--- src/vgaat_pkg.sv ---
// Notes on behaviour
// Page bit picks address bits 5:4 source
// Double clock halves pixel rate, bypasses palette
// Compat bit zeroes pan after line match
// Blink toggles every 32 vertical syncs
// Ninth column copies eighth for C0-DF
// Display type selects mono attribute meaning
// Mono attribute: blink, bg, intensity, fg
// Graphics bit selects text or graphics
// Border region shows border colour entry
// Status mux routes panel bit pairs
// Plane enables gate plane bits
// Fine pan shifts per cell width
// Mode 13h pan uses even values halved
// Colour select bits form address 7:6
// Page bits also drive panel 5:4
// Pixel nibble selects palette entry
// Shared port toggles index and data
// Reserved bits read zero
package vgaat_pkg;
    // -------------------------------------------------------------------
    // Register indices
    // -------------------------------------------------------------------
    localparam logic [4:0] VGAAT_IDX_MODE   = 5'h10;
    localparam logic [4:0] VGAAT_IDX_BORDER = 5'h11;
    localparam logic [4:0] VGAAT_IDX_PLANE  = 5'h12;
    localparam logic [4:0] VGAAT_IDX_PAN    = 5'h13;
    localparam logic [4:0] VGAAT_IDX_PAGE   = 5'h14;
    localparam logic [4:0] VGAAT_IDX_PALMAX = 5'h0f;
    // -------------------------------------------------------------------
    // Mode register fields
    // -------------------------------------------------------------------
    localparam int VGAAT_M_PAGE   = 7;
    localparam int VGAAT_M_DBL    = 6;
    localparam int VGAAT_M_PANC   = 5;
    localparam int VGAAT_M_BLINK  = 3;
    localparam int VGAAT_M_LGFX   = 2;
    localparam int VGAAT_M_MONO   = 1;
    localparam int VGAAT_M_GFX    = 0;
    localparam logic [7:0] VGAAT_MODE_MASK  = 8'hef;
    localparam logic [7:0] VGAAT_PAL_MASK   = 8'h3f;
    localparam logic [7:0] VGAAT_PLANE_MASK = 8'h3f;
    localparam logic [7:0] VGAAT_PAN_MASK   = 8'h0f;
    localparam logic [7:0] VGAAT_PAGE_MASK  = 8'h0f;
    localparam logic [7:0] VGAAT_IDX_MASK   = 8'h3f;
    localparam int VGAAT_IDX_VIDEN = 5;
    localparam logic [7:0] VGAAT_RST = 8'h00;
    // -------------------------------------------------------------------
    // Character and blink constants
    // -------------------------------------------------------------------
    localparam logic [7:0] VGAAT_LG_LO = 8'hc0;
    localparam logic [7:0] VGAAT_LG_HI = 8'hdf;
    localparam logic [4:0] VGAAT_BLINK_DIV = 5'h1f;
    localparam logic [2:0] VGAAT_UL_FG = 3'h1;
    localparam logic [2:0] VGAAT_REV_BG = 3'h7;
    localparam logic [3:0] VGAAT_MONO_FG = 4'h7;
    localparam logic [3:0] VGAAT_MONO_HI = 4'hf;
endpackage : vgaat_pkg

--- src/vgaat_stage.sv ---
`timescale 1ns/10ps
module vgaat_stage
    import vgaat_pkg::*;
(
    // Clock and reset
    input  wire logic       i_clk,
    input  wire logic       i_rst,
    // Host shared port
    input  wire logic       i_wr,
    input  wire logic       i_rd,
    input  wire logic [7:0] i_wdata,
    output logic      [7:0] o_rdata,
    output logic            o_is_data,
    // Serialiser side
    input  wire logic [3:0] i_planes,
    input  wire logic [7:0] i_char,
    input  wire logic [7:0] i_attr,
    input  wire logic       i_fg,
    input  wire logic       i_ul,
    input  wire logic       i_col9,
    input  wire logic       i_cell9,
    input  wire logic       i_deep,
    input  wire logic       i_active,
    input  wire logic       i_border,
    input  wire logic       i_vsync,
    input  wire logic       i_line_match,
    // Lookup table and panel
    output logic      [7:0] o_lut_addr,
    output logic      [7:0] o_panel,
    output logic            o_pix_adv,
    output logic      [1:0] o_status
);
    import vgaat_pkg::*;

    // -------------------------------------------------------------------
    // Registers
    // -------------------------------------------------------------------
    logic [7:0]       mode;
    logic [5:0]       bcol;
    logic [5:0]       plane;
    logic [3:0]       pan;
    logic [3:0]       page;
    logic             viden;
    logic [15:0][5:0] pal;

    vgaat_regs u_regs (
        .i_clk     (i_clk),
        .i_rst     (i_rst),
        .i_wr      (i_wr),
        .i_rd      (i_rd),
        .i_wdata   (i_wdata),
        .o_rdata   (o_rdata),
        .o_is_data (o_is_data),
        .o_mode    (mode),
        .o_border  (bcol),
        .o_plane   (plane),
        .o_pan     (pan),
        .o_page    (page),
        .o_viden   (viden),
        .o_pal     (pal)
    );

    // -------------------------------------------------------------------
    // State
    // -------------------------------------------------------------------
    typedef struct packed {
        logic       phase;
        logic       pan_zero;
        logic [4:0] vcount;
        logic       blink;
        logic       vs_d;
        logic [7:0] lut;
        logic [7:0] panel;
        logic [1:0] stat;
    } vgaat_st_s;

    vgaat_st_s s;
    vgaat_st_s next_s;

    logic [7:0] pix_raw;
    logic [7:0] pix_pan;
    logic [3:0] pan_sel;
    logic [3:0] pan_eff;
    logic       adv;
    logic       vs_edge;

    assign adv = ~mode[VGAAT_M_DBL] | s.phase;
    assign vs_edge = i_vsync & ~s.vs_d;
    assign pan_eff = s.pan_zero ? 4'h0 : pan;

    // Map register value to tap selection
    function automatic logic [3:0] pan_map(input logic [3:0] v,
                                           input logic c9,
                                           input logic m13);
        logic [3:0] n;
        n = 4'h0;
        if (m13) begin
            n = {1'b0, v[3:1]};
        end else if (v[3]) begin
            n = c9 ? 4'h0 : 4'h9;
        end else begin
            n = c9 ? v + 4'h1 : v;
        end
        return n;
    endfunction : pan_map

    assign pan_sel = pan_map(pan_eff, i_cell9 & ~mode[VGAAT_M_GFX],
                             mode[VGAAT_M_DBL]);

    // -------------------------------------------------------------------
    // Pixel formation
    // -------------------------------------------------------------------
    always_comb begin
        logic [3:0] nib;
        logic       fgon;
        logic [3:0] fgc;
        logic [3:0] bgc;
        nib  = 4'h0;
        fgon = 1'b0;
        fgc  = i_attr[3:0];
        bgc  = i_attr[7:4];
        pix_raw = 8'h00;
        if (mode[VGAAT_M_GFX]) begin
            nib = i_planes;
        end else begin
            fgon = i_col9 ? (mode[VGAAT_M_LGFX] && i_char >= VGAAT_LG_LO
                             && i_char <= VGAAT_LG_HI && i_fg)
                          : i_fg;
            if (mode[VGAAT_M_BLINK]) begin
                bgc[3] = 1'b0;
                if (i_attr[7] && s.blink) begin
                    fgon = 1'b0;
                end
            end
            if (mode[VGAAT_M_MONO]) begin
                bgc = (i_attr[6:4] == VGAAT_REV_BG) ? VGAAT_MONO_FG
                                                    : 4'h0;
                fgc = (i_attr[2:0] == 3'h0) ? 4'h0
                    : (i_attr[3] ? VGAAT_MONO_HI : VGAAT_MONO_FG);
                if (i_ul && i_attr[2:0] == VGAAT_UL_FG) begin
                    fgon = 1'b1;
                end
            end
            nib = fgon ? fgc : bgc;
        end
        nib = nib & plane[3:0];
        pix_raw = {4'h0, nib};
        if (i_deep) begin
            pix_raw = {i_attr};
        end
    end

    vgaat_pan u_pan (
        .i_clk (i_clk),
        .i_rst (i_rst),
        .i_adv (adv),
        .i_pix (pix_raw),
        .i_sel (pan_sel),
        .o_pix (pix_pan)
    );

    // -------------------------------------------------------------------
    // Address and control update
    // -------------------------------------------------------------------
    always_comb begin
        logic [5:0] pv;
        logic [7:0] a;
        a = 8'h00;
        next_s = s;
        pv = pal[pix_pan[3:0]];
        next_s.phase = mode[VGAAT_M_DBL] ? ~s.phase : 1'b1;
        next_s.vs_d = i_vsync;
        if (vs_edge) begin
            next_s.pan_zero = 1'b0;
            next_s.vcount = s.vcount + 5'h1;
            if (s.vcount == VGAAT_BLINK_DIV) begin
                next_s.blink = ~s.blink;
            end
        end
        if (i_line_match && mode[VGAAT_M_PANC]) begin
            next_s.pan_zero = 1'b1;
        end
        if (!mode[VGAAT_M_PANC]) begin
            next_s.pan_zero = 1'b0;
        end
        if (i_deep || mode[VGAAT_M_DBL]) begin
            a = pix_pan;
        end else begin
            a = {page[3:2], pv};
            if (mode[VGAAT_M_PAGE]) begin
                a[5:4] = page[1:0];
            end
        end
        if (i_border || !viden) begin
            a = {2'b00, bcol};
        end else if (!i_active) begin
            a = 8'h00;
        end
        if (adv) begin
            next_s.lut = a;
            next_s.panel = a;
        end
        unique case (plane[5:4])
            2'b00: next_s.stat = {s.panel[2], s.panel[0]};
            2'b01: next_s.stat = {s.panel[3], s.panel[1]};
            2'b10: next_s.stat = {s.panel[5], s.panel[4]};
            2'b11: next_s.stat = {s.panel[7], s.panel[6]};
        endcase
    end

    always_ff @(posedge i_clk) begin
        if (i_rst) begin
            s <= '0;
        end else begin
            s <= next_s;
        end
    end

    assign o_lut_addr = s.lut;
    assign o_panel    = s.panel;
    assign o_pix_adv  = adv;
    assign o_status   = s.stat;
endmodule : vgaat_stage

--- src/vgaat_regs.sv ---
`timescale 1ns/10ps
module vgaat_regs
    import vgaat_pkg::*;
(
    // Clock and reset
    input  wire logic       i_clk,
    input  wire logic       i_rst,
    // Shared port
    input  wire logic       i_wr,
    input  wire logic       i_rd,
    input  wire logic [7:0] i_wdata,
    output logic      [7:0] o_rdata,
    output logic            o_is_data,
    // Fields
    output logic      [7:0] o_mode,
    output logic      [5:0] o_border,
    output logic      [5:0] o_plane,
    output logic      [3:0] o_pan,
    output logic      [3:0] o_page,
    output logic            o_viden,
    output logic [15:0][5:0] o_pal
);
    import vgaat_pkg::*;

    typedef struct packed {
        logic            flip;
        logic [5:0]      idx;
        logic [7:0]      mode;
        logic [5:0]      border;
        logic [5:0]      plane;
        logic [3:0]      pan;
        logic [3:0]      page;
        logic [15:0][5:0] pal;
    } vgaat_regs_s;

    vgaat_regs_s r;
    vgaat_regs_s next_r;

    always_comb begin
        next_r = r;
        if (i_wr) begin
            next_r.flip = ~r.flip;
            if (!r.flip) begin
                next_r.idx = i_wdata[5:0];
            end else if (r.idx[4:0] <= VGAAT_IDX_PALMAX) begin
                next_r.pal[r.idx[3:0]] = i_wdata[5:0];
            end else begin
                unique case (r.idx[4:0])
                    VGAAT_IDX_MODE:   next_r.mode = i_wdata & VGAAT_MODE_MASK;
                    VGAAT_IDX_BORDER: next_r.border = i_wdata[5:0];
                    VGAAT_IDX_PLANE:  next_r.plane = i_wdata[5:0];
                    VGAAT_IDX_PAN:    next_r.pan = i_wdata[3:0];
                    VGAAT_IDX_PAGE:   next_r.page = i_wdata[3:0];
                    default: ;
                endcase
            end
        end
    end

    always_ff @(posedge i_clk) begin
        if (i_rst) begin
            r <= '0;
        end else begin
            r <= next_r;
        end
    end

    // Readback, reserved bits zero
    always_comb begin
        o_rdata = 8'h00;
        if (r.idx[4:0] <= VGAAT_IDX_PALMAX) begin
            o_rdata = {2'b00, r.pal[r.idx[3:0]]};
        end else begin
            unique case (r.idx[4:0])
                VGAAT_IDX_MODE:   o_rdata = r.mode;
                VGAAT_IDX_BORDER: o_rdata = {2'b00, r.border};
                VGAAT_IDX_PLANE:  o_rdata = {2'b00, r.plane};
                VGAAT_IDX_PAN:    o_rdata = {4'h0, r.pan};
                VGAAT_IDX_PAGE:   o_rdata = {4'h0, r.page};
                default:          o_rdata = 8'h00;
            endcase
        end
    end

    assign o_is_data = r.flip;
    assign o_mode    = r.mode;
    assign o_border  = r.border;
    assign o_plane   = r.plane;
    assign o_pan     = r.pan;
    assign o_page    = r.page;
    assign o_viden   = r.idx[VGAAT_IDX_VIDEN];
    assign o_pal     = r.pal;
endmodule : vgaat_regs

--- src/vgaat_pan.sv ---
`timescale 1ns/10ps
module vgaat_pan
    import vgaat_pkg::*;
(
    // Clock and reset
    input  wire logic       i_clk,
    input  wire logic       i_rst,
    // Pixel in
    input  wire logic       i_adv,
    input  wire logic [7:0] i_pix,
    // Shift select, 0..9: 0 none, 1 left by one, 2..8 left by two, 9 right by one
    input  wire logic [3:0] i_sel,
    // Pixel out
    output logic      [7:0] o_pix
);
    import vgaat_pkg::*;

    typedef struct packed {
        logic [9:0][7:0] line;
    } vgaat_pan_s;

    vgaat_pan_s r;
    vgaat_pan_s next_r;

    always_comb begin
        next_r = r;
        if (i_adv) begin
            next_r.line = {r.line[8:0], i_pix};
        end
    end

    always_ff @(posedge i_clk) begin
        if (i_rst) begin
            r <= '0;
        end else begin
            r <= next_r;
        end
    end

    // Tap 1 is nominal; lower taps show later pixels (left shift)
    always_comb begin
        if (i_sel == 4'h9) begin
            o_pix = r.line[2];
        end else if (i_sel == 4'h0) begin
            o_pix = r.line[1];
        end else begin
            o_pix = (i_sel == 4'h1) ? r.line[0] : i_pix;
        end
    end
endmodule : vgaat_pan

--- config.mk ---
export PLATFORM = sky130hd
export DESIGN_NAME = vgaat_stage
export DESIGN_NICKNAME = d
export VERILOG_FILES = /design/src/vgaat_pkg.sv /design/src/vgaat_stage.sv /design/src/vgaat_regs.sv /design/src/vgaat_pan.sv
export SDC_FILE = /design/constraint.sdc
export NUM_CORES = 1
export LEC_CHECK = 0
export ABC_CLOCK_PERIOD_IN_PS = 3280
export BUFFER_PORTS_ARGS = -buffer_cell sky130_fd_sc_hd__clkbuf_2
export CAP_MARGIN = 20
export CORE_AREA = 2 2 156 158
export DETAILED_ROUTE_END_ITERATION = 16
export DIE_AREA = 0 0 158 160
export PLACE_DENSITY = 0.53
export SYNTH_ARGS = -nofsm -noshare
export SYNTH_HDL_FRONTEND = slang
export SYNTH_SLANG_ARGS = --single-unit
--- constraint.sdc ---
create_clock -name i_clk -period 3.28 [get_ports i_clk]
set_input_delay 0.492 -clock i_clk [delete_from_list [all_inputs] [get_ports i_clk]]
set_output_delay 0.492 -clock i_clk [all_outputs]
set_load 0.05 [all_outputs]
==> qor.log <==
INFO  place          post_detail_place_hpwl=21400microns
INFO  timing         timing.final.setup_violations=0
INFO  clock_tree     cts_num_sinks=173
INFO  status         outcome=finished clean
INFO  floorplanning  initial_core_util=39.1%
INFO  timing         worst_pin_slew=0.701ns
INFO  clock_tree     cts.htree.levels=4
INFO  floorplanning  die_area=25300squm
INFO  final_layout   stdcell_count=1422
INFO  timing         final_min_period_over_clock_period=97.5%
INFO  logic_synthesis syn-mean-instance-area=9.12squm
INFO  clock_tree     tritoncts.num_buffers=17
INFO  logic_synthesis synth_edf_count=0
INFO  logic_synthesis synthTopCellsByArea=sky130_fd_sc_hd__dfxtp_1, sky130_fd_sc_hd__mux2i_1, sky130_fd_sc_hd__mux4_2, sky130_fd_sc_hd__nor2_1, sky130_fd_sc_hd__nand2_1
INFO  drt            met3RoutedLength=1670microns
INFO  floorplanning  core_region_area=23800squm
INFO  final_layout   area.growth.synth_to_final=17.2%
INFO  pwr            netSwitchingPower=0.00122W
INFO  critical_path  required=2.79ns
INFO  logic_synthesis synth_top_flop_cell=sky130_fd_sc_hd__dfxtp_1
INFO  global_routing grt.total_usage=23.7%
INFO  drt            wl_met2=13900microns
INFO  drt            routed_wire_length_per_instance=20.8microns
INFO  drt            detailedRoute.firstIterationViolations=675
INFO  clock_tree     tritoncts_clock_tree=built
INFO  timing         timing.final.hold_violations=0
INFO  pwr            combPwrFrac=9.5%
INFO  logic_synthesis postSynth.asyncResetShare=0%
INFO  logic_synthesis netlist_area=9310squm
INFO  drt            drtAntennaViolNets=0
INFO  logic_synthesis synth_commonest_cells=sky130_fd_sc_hd__dfxtp_1, sky130_fd_sc_hd__nor2_1, sky130_fd_sc_hd__mux2i_1, sky130_fd_sc_hd__nand2_1, sky130_fd_sc_hd__clkbuf_1
INFO  pwr            p_leak=4.37nW
INFO  global_routing pin_count_of_the_biggest_net_entering_global_routing=81
INFO  pwr            p_per_area=412nW/um^2
INFO  flow_run       max-cap-violations=0
INFO  floorplanning  die_h=160microns
INFO  global_routing grt_first_pass_wirelength=45100microns
INFO  clock_tree     clockBufferDepth=2
INFO  final_layout   count_of_antenna_diodes_in_the_layout=0
INFO  logic_synthesis syn-instance-count=1021
INFO  clock_tree     path_clk_slew=0.07ns
INFO  drt            residual_drc=0
INFO  worst_hold_path worst_hold_path_type=input pin to flop
INFO  logic_synthesis total_of_flip_flops_plus_latches_after_synthesis=173
INFO  drt            highest-signal-layer=met4
INFO  timing         count_of_pins_over_their_slew_limit=0
INFO  timing         tns=0ns
INFO  final_layout   layout-drive-gt1-share=22.0%
INFO  place          place_inst=1388
INFO  timing         clock.fmax=0.313GHz
INFO  logic_synthesis synth_top_cell_by_area=sky130_fd_sc_hd__dfxtp_1
INFO  critical_path  setup.worst_path.class=flop to output port
INFO  drt            m1WireLength=12800microns
INFO  logic_synthesis synth.most_common_cell=sky130_fd_sc_hd__dfxtp_1
INFO  floorplanning  floorplan.io_pins=69
INFO  logic_synthesis yosysSeqAreaShare=37.2%
INFO  critical_path  worst_setup_path_start_kind=flop
INFO  drt            vias=7966
INFO  pwr            p_total=0.00450W
INFO  logic_synthesis synth.net_count=1065
INFO  global_routing number_of_global_route_vias_before_repair=7473
INFO  pwr            share_clk_of_total_power=42.4%
INFO  global_routing antenna_found_initial=0
INFO  timing         max-slew-margin-rel=53.2%
INFO  drt            dr.pass1.iters=5
INFO  logic_synthesis synth_warnings=0
INFO  critical_path  worstPathArrival=2.71ns
INFO  drt            finalWirelength=29600microns
INFO  critical_path  critical-path-max-stage-delay=0.57ns
INFO  pwr            p_int=0.00328W
INFO  place          routabilityCongestion=0.884
INFO  pwr            power.switching_fraction=27.1%
INFO  logic_synthesis synth_top_area_share=37.2%
INFO  global_routing globalRouteOverflowTotal=0
INFO  final_layout   nNetsFinal=1129
INFO  final_layout   fillerInstances=2367
INFO  timing         fin_worst_skew=0.0118ns
INFO  critical_path  setup.worst_path.end_class=output port
INFO  drt            via_per_instance_ratio=5.60
INFO  pwr            share_seq_of_total_power=48.1%
INFO  clock_tree     clk_latency=0.43ns
INFO  clock_tree     root_buffer=sky130_fd_sc_hd__clkbuf_16
INFO  pwr            power.ir.vdd_worst=0.000264V
INFO  floorplanning  chipWidth=158microns
INFO  critical_path  critical_path.max_fanout=18
INFO  timing         final.min_clock_period=3.20ns
INFO  critical_path  crit_path_cell_trace=buf_12 > mux4_2 > mux4_2 > inv_1 > o221ai_1 > buf_12
INFO  place          portBuffers=62
INFO  floorplanning  placement_rows=57
INFO  critical_path  cpMaxStageDelayCell=sky130_fd_sc_hd__mux4_2
INFO  logic_synthesis synth_cell_type_count=73
final timing paths:
kind | startpoint | endpoint | slack [ns] | cells past startpoint
max | u_regs.r[124] | o_rdata[0] | 0.08 | 6
min | i_vsync | s[18] | 0.28 | 2
max reg2reg | u_regs.o_mode[1] | o_panel[1] | 0.10 | 11
min reg2reg | u_pan.r[23] | u_pan.r[23] | 0.45 | 2
what timing repair did:
action / CTS / global route
setup buffers: 0 / 2
gates resized for setup: 2 / 15
pin swaps: 0 / 2
hold buffers: 0 / 0
setup endpoints to repair: 5 / 12
endpoints found under the hold margin: 0 / 0
area by class of cell:
type	instances	area [sq um]	share of cell area [%]
well taps	324	405	3.71
clock inverters	14	111	1.02
clock buffers	18	429	3.93
inverters	14	52.6	0.481
repair buffers	138	1040	9.52
flip-flops and latches	173	3480	31.8
multi-input cells	741	5400	49.5
routing by layer:
layer | GRT usage (%) | vias to the layer above
li1 | - | 3802
met5 | 0 | -
met3 | 3.80 | 47
met1 | 32.1 | 3834
met4 | 10.5 | 0
met2 | 37.4 | 283
stage by stage:
stage | hold WS (ns) | area (sq um) | worst slack, ns | utilization [%]
2_1_floorplan | 0.413 | 9310 | 0.347 | -
3_3_place_gp | 0.441 | 10300 | -0.0787 | 43.2
3_5_place_dp | 0.448 | 10300 | -0.0879 | 43.2
4_1_cts | 0.271 | 10800 | 0.0316 | 45.5
5_1_grt | 0.289 | 10900 | -0.0126 | 45.8
6_report | 0.282 | 10900 | 0.0828 | 45.8
worst max-delay path: cells and delay by family, from the launching register on:
family / cells / cell delay (ns)
mux: 2 / 1.08
buf+inv: 3 / 0.55
flops: 1 / 0.44
compound gates: 1 / 0.19
registers in the layout, indices dropped and copies added, names as in the netlist:
signal and cells:
o_panel 8, o_status 2, s 9, u_pan.r 24, u_regs.o_border 6, u_regs.o_is_data 1, u_regs.o_mode 7, u_regs.o_page 4
u_regs.o_pal 96, u_regs.o_pan 4, u_regs.o_plane 6, u_regs.o_viden 1, u_regs.r 5
power groups by stage:
| stage | Combinational (W) | Sequential (W) | Clock (W) |
|---|---|---|---|
| after floorplan | 0.000267 | 0.00219 | 0 |
| after global placement | 0.000419 | 0.00221 | 0 |
| after detailed placement | 0.000420 | 0.00221 | 0 |
| after CTS | 0.000421 | 0.00216 | 0.00196 |
| after global routing | 0.000459 | 0.00216 | 0.00204 |
| final | 0.000428 | 0.00216 | 0.00191 |
logic make-up (layout without fill, tap and decap cells):
kind of cell | after synthesis | after routing | synth area share (%)
fa+ha+maj | 3 | 3 | 0.403
simple gates | 384 | 384 | 18.8
flops | 173 | 173 | 37.2
compound gates | 164 | 164 | 12.4
xor+xnor | 4 | 4 | 0.376
buf+inv | 107 | 184 | 5.32
mux | 186 | 186 | 25.5
layout by cell type, fill, tap and decap left out, types with 4 or more instances in the layout:
cell type | Yosys | layout
sky130_fd_sc_hd__o22ai_1 | 8 | 7
sky130_fd_sc_hd__a311oi_1 | 5 | 5
sky130_fd_sc_hd__a21oi_1 | 51 | 51
sky130_fd_sc_hd__a211oi_1 | 4 | 4
sky130_fd_sc_hd__a22oi_1 | 13 | 13
sky130_fd_sc_hd__clkinvlp_4 | 0 | 4
sky130_fd_sc_hd__buf_12 | 0 | 11
sky130_fd_sc_hd__a21boi_0 | 4 | 4
sky130_fd_sc_hd__clkbuf_2 | 0 | 55
sky130_fd_sc_hd__inv_1 | 13 | 13
sky130_fd_sc_hd__or3_1 | 4 | 4
sky130_fd_sc_hd__mux2i_1 | 139 | 139
sky130_fd_sc_hd__nand4_1 | 4 | 4
sky130_fd_sc_hd__a32oi_1 | 6 | 6
sky130_fd_sc_hd__o221ai_1 | 4 | 4
sky130_fd_sc_hd__a31oi_1 | 6 | 6
sky130_fd_sc_hd__clkbuf_16 | 0 | 17
sky130_fd_sc_hd__nor3_1 | 13 | 12
sky130_fd_sc_hd__nor2_1 | 163 | 163
sky130_fd_sc_hd__nand2_1 | 96 | 96
sky130_fd_sc_hd__and3_1 | 10 | 10
sky130_fd_sc_hd__o211ai_1 | 9 | 9
sky130_fd_sc_hd__mux4_2 | 38 | 38
sky130_fd_sc_hd__o21ai_0 | 17 | 16
sky130_fd_sc_hd__buf_4 | 22 | 71
sky130_fd_sc_hd__inv_6 | 0 | 4
sky130_fd_sc_hd__o2111a_1 | 4 | 4
sky130_fd_sc_hd__and2_1 | 7 | 6
sky130_fd_sc_hd__dfxtp_2 | 0 | 4
sky130_fd_sc_hd__nor3b_1 | 4 | 4
sky130_fd_sc_hd__nand3_1 | 39 | 38
sky130_fd_sc_hd__nor2b_1 | 12 | 11
sky130_fd_sc_hd__nand2b_1 | 12 | 12
sky130_fd_sc_hd__mux2_2 | 6 | 6
sky130_fd_sc_hd__dfxtp_1 | 173 | 167
sky130_fd_sc_hd__o211a_1 | 4 | 4
sky130_fd_sc_hd__a221oi_1 | 5 | 5
(Power assumes the default switching activity.)
